File: src/verilog/cidc_defs.vh
// register map, field positions, reset values and codes of the clock input divider control
`ifndef CIDC_DEFS_VH
`define CIDC_DEFS_VH
`define CIDC_IDX_RATIO 12'h1E0
`define CIDC_IDX_INPATH 12'h1E1
`define CIDC_IDX_SYSPWR 12'h230
`define CIDC_IDX_UPDATE 12'h232
`define CIDC_IDX_CHAN 12'h240
`define CIDC_IDX_STATUS 12'h241
`define CIDC_RATIO_MSB 2
`define CIDC_RATIO_RST 3'h2
`define CIDC_INPATH_MSB 4
`define CIDC_INPATH_RST 5'h00
`define CIDC_BIT_PD_INSEC 4
`define CIDC_BIT_PD_CLKIF 3
`define CIDC_BIT_PD_SRC 2
`define CIDC_BIT_SRC_OSC 1
`define CIDC_BIT_BYPASS 0
`define CIDC_SYSPWR_MSB 2
`define CIDC_SYSPWR_RST 3'h0
`define CIDC_BIT_SYNC_PD 2
`define CIDC_BIT_DREF_PD 1
`define CIDC_BIT_SOFT_SYNC 0
`define CIDC_BIT_UPDATE 0
`define CIDC_CHAN_DIR_LSB 8
`define CIDC_ST_SYNC_ACT 0
`define CIDC_ST_CONFLICT 1
`define CIDC_ST_STATIC 2
`define CIDC_ST_PIN_SYNC 3
`define CIDC_ST_UPD_BUSY 4
`define CIDC_SRC_OSC_DIRECT 2'h2
`define CIDC_SRC_EXT_DIRECT 2'h0
`define CIDC_CODE_DIV2 3'h0
`define CIDC_CODE_DIV3 3'h1
`define CIDC_CODE_DIV4 3'h2
`define CIDC_CODE_DIV5 3'h3
`define CIDC_CODE_DIV6 3'h4
`define CIDC_RATIO_2 3'h2
`define CIDC_RATIO_3 3'h3
`define CIDC_RATIO_4 3'h4
`define CIDC_RATIO_5 3'h5
`define CIDC_RATIO_6 3'h6
`define CIDC_RATIO_STATIC 3'h0
`define CIDC_RESP_OKAY 2'h0
`define CIDC_RESP_SLVERR 2'h2
`endif

File: src/verilog/cidc_sync3.v
// three-stage pin synchroniser; output moves only when stages two and three agree
module cidc_sync3
#(
    parameter WIDTH = 1,
    parameter [WIDTH-1:0] RST_VAL = {WIDTH{1'b0}}
)
(
    input wire i_sys_clk, // system clock
    input wire i_rst, // async reset, active high
    input wire [WIDTH-1:0] i_pin, // asynchronous pin levels
    output reg [WIDTH-1:0] o_level // filtered synchronous levels
);
    reg [WIDTH-1:0] s1_reg;
    reg [WIDTH-1:0] s2_reg;
    reg [WIDTH-1:0] s3_reg;
    integer k;

    always @(posedge i_sys_clk or posedge i_rst)
    begin
        if (i_rst)
        begin
            s1_reg <= RST_VAL;
            s2_reg <= RST_VAL;
            s3_reg <= RST_VAL;
            o_level <= RST_VAL;
        end
        else
        begin
            s1_reg <= i_pin;
            s2_reg <= s1_reg;
            s3_reg <= s2_reg;
            for (k = 0; k < WIDTH; k = k + 1)
            begin
                if (s2_reg[k] == s3_reg[k])
                    o_level[k] <= s3_reg[k];
            end
        end
    end
endmodule

File: src/verilog/cidc_prediv.v
// programmable pre-divider: divide by 2..6, static, bypass, power-down
`include "cidc_defs.vh"
module cidc_prediv
(
    input wire i_sys_clk, // system clock
    input wire i_rst, // async reset, active high
    input wire i_in_level, // synchronised selected input level
    input wire [2:0] i_code, // active ratio code
    input wire i_bypass, // pass input around the divider
    input wire i_pd, // clock input section powered down
    output reg o_out // divider output
);
    reg in_prev_reg;
    reg [2:0] cnt_reg;
    reg [2:0] ratio;
    wire rise;
    wire [2:0] cnt_next;

    always @*
    begin
        case (i_code)
            `CIDC_CODE_DIV2: ratio = `CIDC_RATIO_2;
            `CIDC_CODE_DIV3: ratio = `CIDC_RATIO_3;
            `CIDC_CODE_DIV4: ratio = `CIDC_RATIO_4;
            `CIDC_CODE_DIV5: ratio = `CIDC_RATIO_5;
            `CIDC_CODE_DIV6: ratio = `CIDC_RATIO_6;
            default: ratio = `CIDC_RATIO_STATIC;
        endcase
    end

    assign rise = i_in_level & ~in_prev_reg;
    assign cnt_next = (cnt_reg + 3'h1 >= ratio) ? 3'h0 : cnt_reg + 3'h1;

    always @(posedge i_sys_clk or posedge i_rst)
    begin
        if (i_rst)
        begin
            in_prev_reg <= 1'b0;
            cnt_reg <= 3'h0;
            o_out <= 1'b0;
        end
        else
        begin
            in_prev_reg <= i_in_level;
            if (i_pd)
            begin
                cnt_reg <= 3'h0;
                o_out <= 1'b0;
            end
            else if (i_bypass)
            begin
                cnt_reg <= 3'h0;
                o_out <= i_in_level;
            end
            else if (ratio == `CIDC_RATIO_STATIC)
            begin
                cnt_reg <= 3'h0;
                o_out <= 1'b0;
            end
            else if (rise)
            begin
                cnt_reg <= cnt_next;
                o_out <= (cnt_next < {1'b0, ratio[2:1]});
            end
        end
    end
endmodule

File: src/verilog/cidc_top.v
// clock input divider control: AXI4-Lite registers, buffered/active config, sync and pre-divider
//
// The AXI4-Lite register port is this design's own decision.
`include "cidc_defs.vh"
module cidc_top
#(
    parameter ADDR_W = 14,
    parameter NUM_CHAN = 3
)
(
    input wire i_sys_clk, // system clock, 20 MHz
    input wire i_rst, // async reset, active high
    input wire [ADDR_W-1:0] i_awaddr, // write address (byte)
    input wire i_awvalid, // write address valid
    output reg o_awready, // write address ready
    input wire [31:0] i_wdata, // write data
    input wire [3:0] i_wstrb, // write byte strobes
    input wire i_wvalid, // write data valid
    output reg o_wready, // write data ready
    output reg [1:0] o_bresp, // write response
    output reg o_bvalid, // write response valid
    input wire i_bready, // write response ready
    input wire [ADDR_W-1:0] i_araddr, // read address (byte)
    input wire i_arvalid, // read address valid
    output reg o_arready, // read address ready
    output reg [31:0] o_rdata, // read data
    output reg [1:0] o_rresp, // read response
    output reg o_rvalid, // read data valid
    input wire i_rready, // read data ready
    input wire i_ext_clk, // external clock pin
    input wire i_osc_clk, // internal oscillator clock
    input wire i_sync_n, // chip sync pin, active low
    output wire o_prediv_out, // pre-divider output
    output wire o_input_section_pd, // clock input section powered down
    output wire o_clk_if_pd, // oscillator interface powered down
    output wire o_src_pd, // oscillator and external input powered down
    output wire o_src_sel_osc, // divider input is the oscillator
    output wire o_bypass, // raw bypass bit; the divider ignores it when the oscillator is selected
    output wire o_sync_pd, // sync circuitry powered down
    output wire o_dist_ref_pd, // distribution reference powered down
    output reg [NUM_CHAN-1:0] o_chan_hold, // channel held static
    output reg [NUM_CHAN-1:0] o_chan_sync, // channel sync pulse
    output reg [NUM_CHAN-1:0] o_chan_osc_direct, // oscillator straight to channel outputs
    output reg [NUM_CHAN-1:0] o_chan_ext_direct // external clock straight to channel outputs
);
    // buffered (software-visible) copies
    reg [`CIDC_RATIO_MSB:0] buf_ratio_reg;
    reg [`CIDC_INPATH_MSB:0] buf_path_reg;
    reg [`CIDC_SYSPWR_MSB:0] buf_sys_reg;
    reg [NUM_CHAN-1:0] buf_ign_reg;
    reg [NUM_CHAN-1:0] buf_dir_reg;
    // active copies steering the hardware
    reg [`CIDC_RATIO_MSB:0] act_ratio_reg;
    reg [`CIDC_INPATH_MSB:0] act_path_reg;
    reg [`CIDC_SYSPWR_MSB:0] act_sys_reg;
    reg [NUM_CHAN-1:0] act_ign_reg;
    reg [NUM_CHAN-1:0] act_dir_reg;
    reg update_reg;
    // write channel state
    reg aw_full_reg;
    reg w_full_reg;
    reg [ADDR_W-1:0] aw_addr_reg;
    reg [31:0] wdata_reg;
    reg [3:0] wstrb_reg;
    // sync state
    reg sync_act_reg;
    reg sync_act_next;
    reg [31:0] rd_data_next;
    reg rd_hit_next;
    reg wr_hit;
    wire do_write;
    wire [11:0] wr_idx;
    wire [11:0] rd_idx;
    wire wr_lane0;
    wire wr_lane1;
    wire ext_level;
    wire osc_level;
    wire sync_n_level;
    wire sel_level;
    wire eff_bypass;
    wire conflict;
    wire [1:0] src_byp;

    // the write fires only once both halves are in, so a pair always lands as one
    assign do_write = aw_full_reg & w_full_reg & ~o_bvalid;
    assign wr_idx = aw_addr_reg[13:2];
    assign rd_idx = i_araddr[13:2];
    assign wr_lane0 = wstrb_reg[0];
    assign wr_lane1 = wstrb_reg[1];

    always @*
    begin
        case (wr_idx)
            `CIDC_IDX_RATIO: wr_hit = 1'b1;
            `CIDC_IDX_INPATH: wr_hit = 1'b1;
            `CIDC_IDX_SYSPWR: wr_hit = 1'b1;
            `CIDC_IDX_UPDATE: wr_hit = 1'b1;
            `CIDC_IDX_CHAN: wr_hit = 1'b1;
            `CIDC_IDX_STATUS: wr_hit = 1'b1;
            default: wr_hit = 1'b0;
        endcase
    end

    // write address and data are taken independently, then answered together
    always @(posedge i_sys_clk or posedge i_rst)
    begin
        if (i_rst)
        begin
            o_awready <= 1'b1;
            o_wready <= 1'b1;
            o_bvalid <= 1'b0;
            o_bresp <= `CIDC_RESP_OKAY;
            aw_full_reg <= 1'b0;
            w_full_reg <= 1'b0;
            aw_addr_reg <= {ADDR_W{1'b0}};
            wdata_reg <= 32'h00000000;
            wstrb_reg <= 4'h0;
        end
        else
        begin
            if (i_awvalid && o_awready)
            begin
                aw_addr_reg <= i_awaddr;
                aw_full_reg <= 1'b1;
                o_awready <= 1'b0;
            end
            if (i_wvalid && o_wready)
            begin
                wdata_reg <= i_wdata;
                wstrb_reg <= i_wstrb;
                w_full_reg <= 1'b1;
                o_wready <= 1'b0;
            end
            if (do_write)
            begin
                aw_full_reg <= 1'b0;
                w_full_reg <= 1'b0;
                o_bvalid <= 1'b1;
                o_bresp <= wr_hit ? `CIDC_RESP_OKAY : `CIDC_RESP_SLVERR;
            end
            else if (o_bvalid && i_bready)
            begin
                o_bvalid <= 1'b0;
                o_awready <= 1'b1;
                o_wready <= 1'b1;
            end
        end
    end

    // software writes only touch the buffer copies
    always @(posedge i_sys_clk or posedge i_rst)
    begin
        if (i_rst)
        begin
            buf_ratio_reg <= `CIDC_RATIO_RST;
            buf_path_reg <= `CIDC_INPATH_RST;
            buf_sys_reg <= `CIDC_SYSPWR_RST;
            buf_ign_reg <= {NUM_CHAN{1'b0}};
            buf_dir_reg <= {NUM_CHAN{1'b0}};
        end
        else
        begin
            if (do_write && wr_lane0)
            begin
                case (wr_idx)
                    `CIDC_IDX_RATIO: buf_ratio_reg <= wdata_reg[`CIDC_RATIO_MSB:0];
                    `CIDC_IDX_INPATH: buf_path_reg <= wdata_reg[`CIDC_INPATH_MSB:0];
                    `CIDC_IDX_SYSPWR: buf_sys_reg <= wdata_reg[`CIDC_SYSPWR_MSB:0];
                    `CIDC_IDX_CHAN: buf_ign_reg <= wdata_reg[NUM_CHAN-1:0];
                    default: buf_ign_reg <= buf_ign_reg;
                endcase
            end
            if (do_write && wr_lane1 && wr_idx == `CIDC_IDX_CHAN)
                buf_dir_reg <= wdata_reg[`CIDC_CHAN_DIR_LSB+NUM_CHAN-1:`CIDC_CHAN_DIR_LSB];
        end
    end

    // update command: a new request wins over the self-clear
    always @(posedge i_sys_clk or posedge i_rst)
    begin
        if (i_rst)
            update_reg <= 1'b0;
        else if (do_write && wr_lane0 && wr_idx == `CIDC_IDX_UPDATE && wdata_reg[`CIDC_BIT_UPDATE])
            update_reg <= 1'b1;
        else if (update_reg)
            update_reg <= 1'b0;
    end

    always @(posedge i_sys_clk or posedge i_rst)
    begin
        if (i_rst)
        begin
            act_ratio_reg <= `CIDC_RATIO_RST;
            act_path_reg <= `CIDC_INPATH_RST;
            act_sys_reg <= `CIDC_SYSPWR_RST;
            act_ign_reg <= {NUM_CHAN{1'b0}};
            act_dir_reg <= {NUM_CHAN{1'b0}};
        end
        // all active copies move on one edge, so no half-updated setup is ever live
        else if (update_reg)
        begin
            act_ratio_reg <= buf_ratio_reg;
            act_path_reg <= buf_path_reg;
            act_sys_reg <= buf_sys_reg;
            act_ign_reg <= buf_ign_reg;
            act_dir_reg <= buf_dir_reg;
        end
    end

    // the oscillator cannot skip the divider, so bypass is dropped in that case
    assign conflict = act_path_reg[`CIDC_BIT_SRC_OSC] & act_path_reg[`CIDC_BIT_BYPASS];
    assign eff_bypass = act_path_reg[`CIDC_BIT_BYPASS] & ~act_path_reg[`CIDC_BIT_SRC_OSC];
    assign src_byp = {act_path_reg[`CIDC_BIT_SRC_OSC], act_path_reg[`CIDC_BIT_BYPASS]};

    always @*
    begin
        // config reads show the buffer, so a write reads back before any update; status shows the active copies
        rd_hit_next = 1'b1;
        rd_data_next = 32'h00000000;
        case (rd_idx)
            `CIDC_IDX_RATIO: rd_data_next[`CIDC_RATIO_MSB:0] = buf_ratio_reg;
            `CIDC_IDX_INPATH: rd_data_next[`CIDC_INPATH_MSB:0] = buf_path_reg;
            `CIDC_IDX_SYSPWR: rd_data_next[`CIDC_SYSPWR_MSB:0] = buf_sys_reg;
            `CIDC_IDX_UPDATE: rd_data_next[`CIDC_BIT_UPDATE] = update_reg;
            `CIDC_IDX_CHAN:
            begin
                rd_data_next[NUM_CHAN-1:0] = buf_ign_reg;
                rd_data_next[`CIDC_CHAN_DIR_LSB+NUM_CHAN-1:`CIDC_CHAN_DIR_LSB] = buf_dir_reg;
            end
            `CIDC_IDX_STATUS:
            begin
                rd_data_next[`CIDC_ST_SYNC_ACT] = sync_act_reg;
                rd_data_next[`CIDC_ST_CONFLICT] = conflict;
                rd_data_next[`CIDC_ST_STATIC] = (act_ratio_reg > `CIDC_CODE_DIV6);
                rd_data_next[`CIDC_ST_PIN_SYNC] = ~sync_n_level;
                rd_data_next[`CIDC_ST_UPD_BUSY] = update_reg;
            end
            default: rd_hit_next = 1'b0;
        endcase
    end

    always @(posedge i_sys_clk or posedge i_rst)
    begin
        if (i_rst)
        begin
            o_arready <= 1'b1;
            o_rvalid <= 1'b0;
            o_rdata <= 32'h00000000;
            o_rresp <= `CIDC_RESP_OKAY;
        end
        else if (i_arvalid && o_arready)
        begin
            o_arready <= 1'b0;
            o_rvalid <= 1'b1;
            o_rdata <= rd_data_next;
            o_rresp <= rd_hit_next ? `CIDC_RESP_OKAY : `CIDC_RESP_SLVERR;
        end
        else if (o_rvalid && i_rready)
        begin
            o_rvalid <= 1'b0;
            o_arready <= 1'b1;
        end
    end

    // the sync pin resets to its idle high level, so reset never fakes a sync
    cidc_sync3 #(
        .WIDTH(3),
        .RST_VAL(3'h4)
    ) u_pins (
        .i_sys_clk(i_sys_clk),
        .i_rst(i_rst),
        .i_pin({i_sync_n, i_osc_clk, i_ext_clk}),
        .o_level({sync_n_level, osc_level, ext_level})
    );

    // a powered-down source delivers no edges
    assign sel_level = act_path_reg[`CIDC_BIT_PD_SRC] ? 1'b0 :
        (act_path_reg[`CIDC_BIT_SRC_OSC] ? osc_level : ext_level);

    // the divider gets the corrected bypass; o_bypass still reports the raw bit
    cidc_prediv u_prediv (
        .i_sys_clk(i_sys_clk),
        .i_rst(i_rst),
        .i_in_level(sel_level),
        .i_code(act_ratio_reg),
        .i_bypass(eff_bypass),
        .i_pd(act_path_reg[`CIDC_BIT_PD_INSEC]),
        .o_out(o_prediv_out)
    );

    assign o_input_section_pd = act_path_reg[`CIDC_BIT_PD_INSEC];
    assign o_clk_if_pd = act_path_reg[`CIDC_BIT_PD_CLKIF];
    assign o_src_pd = act_path_reg[`CIDC_BIT_PD_SRC];
    assign o_src_sel_osc = act_path_reg[`CIDC_BIT_SRC_OSC];
    assign o_bypass = act_path_reg[`CIDC_BIT_BYPASS];
    assign o_sync_pd = act_sys_reg[`CIDC_BIT_SYNC_PD];
    assign o_dist_ref_pd = act_sys_reg[`CIDC_BIT_DREF_PD];

    // soft sync is the pin with its polarity reversed; both feed one chip-level sync
    always @*
    begin
        sync_act_next = ~act_sys_reg[`CIDC_BIT_SYNC_PD] &
            (act_sys_reg[`CIDC_BIT_SOFT_SYNC] | ~sync_n_level);
    end

    always @(posedge i_sys_clk or posedge i_rst)
    begin
        if (i_rst)
        begin
            sync_act_reg <= 1'b0;
            o_chan_hold <= {NUM_CHAN{1'b0}};
            o_chan_sync <= {NUM_CHAN{1'b0}};
            o_chan_osc_direct <= {NUM_CHAN{1'b0}};
            o_chan_ext_direct <= {NUM_CHAN{1'b0}};
        end
        else
        begin
            sync_act_reg <= sync_act_next;
            o_chan_hold <= {NUM_CHAN{sync_act_next}} & ~act_ign_reg;
            // a power-down of sync releases the hold silently, without a sync pulse
            o_chan_sync <= {NUM_CHAN{sync_act_reg & ~sync_act_next & ~act_sys_reg[`CIDC_BIT_SYNC_PD]}}
                & ~act_ign_reg;
            // source/bypass 01b leaves a direct channel on its divider
            o_chan_osc_direct <= act_dir_reg
                & {NUM_CHAN{src_byp == `CIDC_SRC_OSC_DIRECT}};
            o_chan_ext_direct <= act_dir_reg
                & {NUM_CHAN{src_byp == `CIDC_SRC_EXT_DIRECT}};
        end
    end
endmodule

File: config.mk
export PLATFORM = sky130hd
export DESIGN_NAME = cidc_top
export DESIGN_NICKNAME = d
export VERILOG_FILES = /design/src/verilog/cidc_sync3.v /design/src/verilog/cidc_prediv.v /design/src/verilog/cidc_top.v
export VERILOG_INCLUDE_DIRS = /design/src /design/src/verilog
export SDC_FILE = /design/constraint.sdc
export NUM_CORES = 1
export LEC_CHECK = 0
export BUFFER_PORTS_ARGS = -buffer_cell sky130_fd_sc_hd__buf_2
export CORE_MARGIN = 3
export CORE_UTILIZATION = 31
export CTS_BUF_LIST = sky130_fd_sc_hd__clkbuf_4
export CTS_CLUSTER_SIZE = 14
export DETAILED_ROUTE_END_ITERATION = 8
export GPL_TIMING_DRIVEN = 0
export SKIP_LAST_GASP = 1
export SLEW_MARGIN = 20
export SYNTH_ARGS = -nofsm -noshare
export SYNTH_HDL_FRONTEND = slang
export SYNTH_SLANG_ARGS = --single-unit
File: constraint.sdc
create_clock -name i_sys_clk -period 3 [get_ports i_sys_clk]
set_input_delay 0.15 -clock i_sys_clk [delete_from_list [all_inputs] [get_ports i_sys_clk]]
set_output_delay 0.15 -clock i_sys_clk [all_outputs]
set_load 0.01 [all_outputs]
Word level (Yosys, flattened, before mapping)

Index checks and enable logic that the tools add are counted.
Widths: inputs -> output; s select.

Register bits: 111
Output and inout port bits: 61
Logic and storage cells: 143

Add/subtract/negate cells: 1
Magnitude comparators: 3
Eq/ne operators: 20
Muxes and demuxes: 37
Bitwise operators: 20
Reductions and logical operators: 24

Operators with widths:

| cell                 | number |
|---|---|
| $eq 12x10->1 const B | 8 |
| $eq 12x9->1 const B  | 4 |
| $mux 1               | 25 |
| $mux 3               | 6 |
| $pmux 3 s5           | 1 |
| $and 3x3->3          | 4 |
| $reduce_or 6->1      | 2 |
| $logic_and 1x1->1    | 10 |
| $pmux 2 s5           | 1 |
| $and 1x1->1          | 8 |
| $reduce_and 2->1     | 4 |
| $reduce_bool 2->1    | 4 |
| $eq 3x2->1 const B   | 2 |
| $logic_not 3->1      | 2 |
| $not 1->1            | 6 |
| $pmux 1 s6           | 1 |
| $mux 2               | 2 |
| $pmux 2 s2           | 1 |
| $reduce_bool 4->1    | 1 |
| $add 3x1->3 const B  | 1 |
| $eq 1x1->1           | 3 |
| $eq 3x1->1 const B   | 1 |
| $eq 3x3->1 const B   | 1 |
| $ge 3x3->1           | 1 |
| other kinds (6)      | 6 |

Longest topological paths before layout

Gate-level depths: netlist of run 1.

Word-level depth: 9
Depth in mapped cells: 10
Mapped depth without buffers: 10

Modules after synthesis

Synthesis of run 1 repeated with hierarchy kept, for this count alone.

Cells, all modules: 360
Area, all modules: 4520.6 um2

Modules (own cells, without submodules):

| module      | instances | cells each | area an instance (um2) |
|---|---|---|---|
| cidc_top    | 1         | 301        | 3794.9 |
| cidc_prediv | 1         | 43         | 382.9 |
| cidc_sync3  | 1         | 16         | 342.8 |

Worst setup path before layout of run 1

No wires, ideal clock.

Path type: flip-flop to flip-flop
Start point: reg u_prediv.cnt_reg[0]
End point: reg u_prediv.o_out
Setup time: 0.077 ns
Data arrival time: 2.158 ns
Path slack: 0.764 ns
Stages on the path, launching flop included: 11
Path buffers: 0
Period minus slack after synthesis: 2.236 ns
Cells stage by stage: dfrtp_1 > ha_1 > xor2_1 > ha_1 > a21oi_1 > o21a_1 > and2_1 > ha_1 > o2111ai_1 > nand4_1 > a21oi_1

Longest elaborated chain between the ends: 8

Ends and longest elaborated chain:

| what                     | RTL line         | source |
|---|---|---|
| start: declaration       | cidc_prediv.v:14 | `reg [2:0] cnt_reg;` |
| start signal: assignment | cidc_prediv.v:62 | `cnt_reg <= cnt_next;` |
| $add 3x1->3 (*)          | cidc_prediv.v:32 | `assign cnt_next = (cnt_reg + 3'h1 >= ratio) ? 3'h0 : cnt_reg + 3'h1;` |
| $ge 3x3->1               | cidc_prediv.v:32 |  |
| $mux 3 (*)               | cidc_prediv.v:32 |  |
| $lt 3x2->1 (*)           | cidc_prediv.v:63 | `o_out <= (cnt_next < {1'b0, ratio[2:1]});` |
| $mux 1 (*)               | cidc_prediv.v:60 | `else if (rise)` |
| $mux 1 (*)               | cidc_prediv.v:55 | `` else if (ratio == `CIDC_RATIO_STATIC) `` |
| $mux 1 (*)               | cidc_prediv.v:50 | `else if (i_bypass)` |
| $mux 1 (*)               | cidc_prediv.v:45 | `if (i_pd)` |
| end signal: assignment   | cidc_prediv.v:53 | `o_out <= i_in_level;` |
| end signal: assignment   | cidc_prediv.v:63 |  |
| end: declaration         | cidc_prediv.v:11 | `output reg o_out` |

Every way passes the cells marked *; elsewhere a longest branch is shown, timed or not. The select of a mux whose other input is x is not followed.
A chain may end at the register's enable or synchronous reset.

Worst setup path in the final report of run 1

Ends and elaborated chain as after synthesis.

==> results of run 1 <==
final cells by class:
| cell class | instances | area share [%] |
|---|---|---|
| Buffer | 33 | 3.95 |
| Tap cell | 180 | 3.95 |
| Multi-Input combinational cell | 235 | 30.7 |
| Clock buffer | 9 | 1.18 |
| Clock inverter | 7 | 0.680 |
| Sequential cell | 104 | 45.8 |
| Inverter | 13 | 0.943 |
| Timing Repair Buffer | 110 | 12.8 |
cells in the final DEF (no fill, tap or decap), types with 12 or more instances in the layout:
cell type and instances:
nand2_1 16, buf_2 81, inv_1 12, mux2_2 56, dlygate4sd3_1 31, dfrtp_1 95, buf_4 26, conb_1 26
nor2_1 21
through the flow:
stage / cells / TNS (ns) / utilization (%) / total power (uW)
2_1_floorplan: 385 / 0 / - / 2390
3_3_place_gp: 643 / -94.67 / 37.3 / 2600
3_5_place_dp: 644 / 0 / 37.5 / 2660
4_1_cts: 691 / 0 / 40.5 / 3320
5_1_grt: 691 / 0 / 40.5 / 3500
6_report: 691 / 0 / 40.5 / 3280
cells by family (layout without fill, tap and decap cells):
| logic type | Yosys count | count (layout) | synth area share [%] |
|---|---|---|---|
| XOR/XNOR | 1 | 1 | 0.193 |
| AND/OR/NAND/NOR | 98 | 98 | 12.9 |
| multiplexers | 61 | 61 | 15.0 |
| AO/OA/AOI/OAI | 41 | 41 | 6.33 |
| adder cells (fa/ha/maj) | 8 | 8 | 2.04 |
| flip-flops | 104 | 104 | 57.5 |
| buffers and inverters | 46 | 172 | 6.02 |
| other | 1 | 26 | 0.0825 |
what timing repair did:
item                                   in CTS  in global routing
endpoints found under the hold margin     127                  0
hold buffers                               31                  0
gates resized for setup                     0                  0
worst max-delay path: stages, from the launching register on:
cell and delay, ns:
dfrtp_1 0.45, ha_1 0.25, xor2_1 0.17, ha_1 0.32, a21oi_1 0.32, o21a_1 0.23, and2_1 0.14, ha_1 0.23
o2111ai_1 0.09, nand4_1 0.12, a21oi_1 0.13
cells in the mapped netlist, drive strengths merged (5+ instances only):
library cell / n / area (um2)
a22oi: 5 / 37.5
inv: 13 / 48.8
or3: 5 / 31.3
nand2: 16 / 60.1
mux2i: 5 / 50.1
dfrtp: 95 / 2380
and4: 6 / 52.6
o21ai: 5 / 25.0
nor3: 9 / 56.3
ha: 5 / 62.6
buf: 29 / 210
and2: 9 / 56.3
nor2: 21 / 78.8
nor2b: 5 / 31.3
mux2: 56 / 631
dfstp: 9 / 236
nand4: 5 / 31.3
a21oi: 7 / 35.0
report_power, final:
part | total, uW | leakage [uW] | switching (uW) | internal, uW
clock network | 621 | 0.0000605 | 459 | 163
registers | 1850 | 0.00132 | 191 | 1660
logic | 804 | 0.00145 | 383 | 421
total | 3280 | 0.00283 | 1030 | 2240
worst paths after layout:
kind,startpoint,endpoint,slack (ns),cells past startpoint
max,u_prediv.cnt_reg[0],u_prediv.o_out,0.49,10
min,i_araddr[12],o_rdata[0],0.12,4
max reg2reg,u_prediv.cnt_reg[0],u_prediv.o_out,0.49,10
min reg2reg,u_pins.s1_reg[0],u_pins.s2_reg[0],0.35,0
max in group asynchronous,i_rst,o_arready,2.15,4
min in group asynchronous,i_rst,u_prediv.cnt_reg[1],0.15,3
per-layer routing:
layer / wire length (um) / vias up
li1: - / 1531
met1: 4470 / 1528
met5: 0 / -
met4: 263 / 0
met2: 4640 / 105
met3: 545 / 20
==> impl_metrics.tcl, run 1 <==
set metrics [dict create \
    grt.total_usage_pct 13.0 \
    diodes 0 \
    met3_usage_pct 3.14 \
    rows 43 \
    hold_class "in2reg" \
    holdWs_ns 0.116 \
    ys_ff_latch 104 \
    dr.pass1.iters 4 \
    skew_ns 0.0247 \
    antenna_found_initial 0 \
    syn_area_um2 4550 \
    clk-insertion-delay-late_ns 0.47 \
    routedWlPerCell_um 14.4 \
    fin_crit_sh_pct 83.7 \
    clk_pin_slew_ns 0.16 \
    regArea_um2 2610 \
    postCtsSetupRepairBufs 0 \
    setup_viol 0 \
    routed_wl_mm 9.92 \
    setup_slack_ns 0.488 \
    die_x_um 127 \
    top_usage_layer "met2" \
    async_flop_share_pct 100 \
    fin_crit_ns 2.51 \
    nFillCells 1377 \
    worst_setup_path_end_kind "flop" \
    die_area_um2 16200 \
    htree_levels 3 \
    pre_cts_slack_ns 0.568 \
    grt_pass1_wl_mm 16.6 \
    use_met1_pct 16.7 \
    timing.final.max_slew_violations 0 \
    worst_setup_path_start_kind "flop" \
    port_buffers 78 \
    routabilityCongestion 0.857 \
    syn_avg_cell_area_um2 12.6 \
    max_slew.worst_pin.slew_ns 0.558 \
    grt_pass1_vias 3337 \
    final_layout_size_suffix_gt1_share_pct 38.0 \
    nNetsFinal 585 \
    drtAntennaViolNets 0 \
    hold_viol 0 \
    via_per_inst 4.61 \
    path_class "reg2reg" \
    postPlaceCellArea_um2 5290 \
    ys.flop_type "dfrtp_1" \
    crit_required_ns 3.40 \
    p_per_area_nw_per_um2 574 \
    p_leak_uw 0.00283 \
    cts_sinks 104 \
    cts_buffers 9 \
    dr_total_vias 3184 \
    yosysWarnings 0 \
    vdd_drop_max_v 0.000325 \
    relSlewSlack_pct 62.8 \
    status "finished, final reports clean" \
    fmax_mhz 398 \
    grt_overflow 0 \
    rsz0062_at_grt "false" \
    ios 135 \
    multiInputGateArea_um2 1750 \
    grt_max_degree 83 \
    initial_core_util_pct 32.3 \
    hpwl_mm 7.36 \
    largest_reg_flops 12 \
    critPathMaxFanout 4 \
    crit_arrival_ns 2.92 \
    ys_types 51 \
    final_area_um2 5710 \
    maxCapViolCount 0 \
    ys_seq_area_share_pct 57.5 \
    clockRootBuffer "clkbuf_4" \
    die_h_um 127 \
    area_growth_pct 25.5 \
    core_um2 14100 \
    drtIter0Drc 121 \
    gr-usage-met2_pct 20.5 \
    synthCells 360 \
    synth_edf_count 0 \
    route.detailed.drc 0 \
    cts.path.max_buffers 2 \
    cts_tree "done" \
]
(Power assumes the default switching activity.)
==> run 2: changes to the inputs <==
==> constraint.sdc (replaced) <==
create_clock -name i_sys_clk -period 2.12 [get_ports i_sys_clk]
set_input_delay 0.106 -clock i_sys_clk [delete_from_list [all_inputs] [get_ports i_sys_clk]]
set_output_delay 0.106 -clock i_sys_clk [all_outputs]
set_load 0.01 [all_outputs]
==> impl_metrics.tcl, run 2 (same netlist as run 1, synthesis figures left out) <==
set metrics [dict create \
    status "finished, violations left" \
    failed_checks "setup timing" \
    initial_core_util_pct 32.3 \
    crit_required_ns 2.51 \
    clockRootBuffer "clkbuf_4" \
    critPathMaxFanout 4 \
    die_h_um 127 \
    fmax_mhz 438 \
    fin_crit_ns 2.28 \
    min_from "i_araddr[13]" \
    hold_viol 0 \
    setup_slack_ns -0.161 \
    nNetsFinal 602 \
    area_growth_pct 31.8 \
    port_buffers 78 \
    largest_reg_flops 12 \
    grt_pass1_vias 3405 \
    rsz0062_at_grt "true" \
    vdd_drop_max_v 0.000522 \
    clk-insertion-delay-late_ns 0.47 \
    cts_tree "done" \
    hpwl_mm 7.57 \
    max_slew.worst_pin.slew_ns 0.558 \
    fin_crit_sh_pct 108 \
    via_per_inst 4.58 \
    drtAntennaViolNets 0 \
    dr_total_vias 3243 \
    final_layout_size_suffix_gt1_share_pct 41.9 \
    grt_max_degree 36 \
    core_um2 14100 \
    drtIter0Drc 111 \
    routabilityCongestion 0.845 \
    fin_setup_tns_ns -0.161 \
    final_area_um2 5990 \
    route.detailed.drc 0 \
    clk_pin_slew_ns 0.16 \
    relSlewSlack_pct 62.8 \
    grt_pass1_wl_mm 17.1 \
    grt_overflow 0 \
    cts_buffers 9 \
    die_area_um2 16200 \
    skew_ns 0.0189 \
    ios 135 \
    dr.pass1.iters 4 \
    grt.total_usage_pct 13.3 \
    worst_setup_path_end_kind "flop" \
    setup_viol 1 \
    die_x_um 127 \
    cts.path.max_buffers 2 \
    crit_start "act_ratio_reg[1]" \
    crit_arrival_ns 2.67 \
    cts_sinks 104 \
    reg2reg_from "act_ratio_reg[1]" \
    path_class "reg2reg" \
    p_per_area_nw_per_um2 889 \
    antenna_found_initial 0 \
    timing.final.max_slew_violations 0 \
    hold_class "in2reg" \
    p_leak_uw 0.00295 \
    maxCapViolCount 0 \
    routed_wl_mm 10.2 \
    htree_levels 3 \
    rows 43 \
    postPlaceCellArea_um2 5340 \
    routedWlPerCell_um 14.5 \
    diodes 0 \
    mostFrequentLayoutCells "95 x dfrtp_1, 81 x buf_2, 56 x mux2_2" \
    worst_setup_path_start_kind "flop" \
    final_common_cell "dfrtp_1" \
]
run 2: power breakdown:
| group | internal, uW | switching, uW | leakage, uW |
|---|---|---|---|
| Clock | 588 | 639 | 0.0000910 |
| Sequential | 2350 | 272 | 0.00132 |
| Combinational | 823 | 661 | 0.00154 |
| Total | 3760 | 1570 | 0.00295 |
run 2: path summary, 6_finish.rpt:
path | to | cells past startpoint | slack [ns]
setup / recovery | u_prediv.o_out | 10 | -0.16
hold / removal | o_rdata[1] | 3 | 0.09
setup reg to reg | u_prediv.o_out | 10 | -0.16
hold reg to reg | u_pins.s2_reg[2] | 0 | 0.37
max in group asynchronous | act_ratio_reg[1] | 6 | 0.96
min in group asynchronous | w_full_reg | 3 | 0.18
run 2: layout make-up:
| cell class | count | area [um2] |
|---|---|---|
| fillers | 1372 | 8100 |
| flip-flops and latches | 104 | 2610 |
| multi-input cells | 235 | 1820 |
| repair buffers | 127 | 883 |
| plain buffers | 33 | 225 |
| well taps | 180 | 225 |
| clock inverters | 7 | 110 |
| clock buffers | 9 | 67.6 |
| inverters | 13 | 52.6 |
run 2: per-stage QoR:
stage	power (uW)	instances	hold WS (ns)	setup WS (ns)	utilization [%]
after detailed placement	3790	646	0.139	-0.260	37.9
after CTS	5210	706	0.0478	-0.171	42.1
after global placement	3710	643	0.214	-0.166	37.4
after floorplan	3410	385	0.110	-0.00386	-
final	5330	708	0.0853	-0.161	42.5
after global routing	5680	708	0.0756	-0.278	42.5
run 2: metal layers:
metal,track usage [%],routed length [um]
met1,17.1,4550
met4,4.86,218
met3,3.68,616
met5,0,0
met2,21.5,4860
run 2: timing repair:
item,4_1_cts,5_1_grt
gates cloned,0,0
buffers inserted,12,3
hold endpoints to repair,66,0
gates resized for setup,1,7
endpoints found under the setup margin,1,2
hold buffers,32,0
pin swaps,11,10
run 2: critical path, stage by stage, from the launching register on:
cell       delay [ns]
dfstp_2          0.59
nor2_1           0.06
mux2i_2          0.24
ha_4             0.25
a21oi_2          0.16
o21a_1           0.16
and2_4           0.15
ha_4             0.19
o2111ai_2        0.07
nand4_1          0.18
a21oi_2          0.16
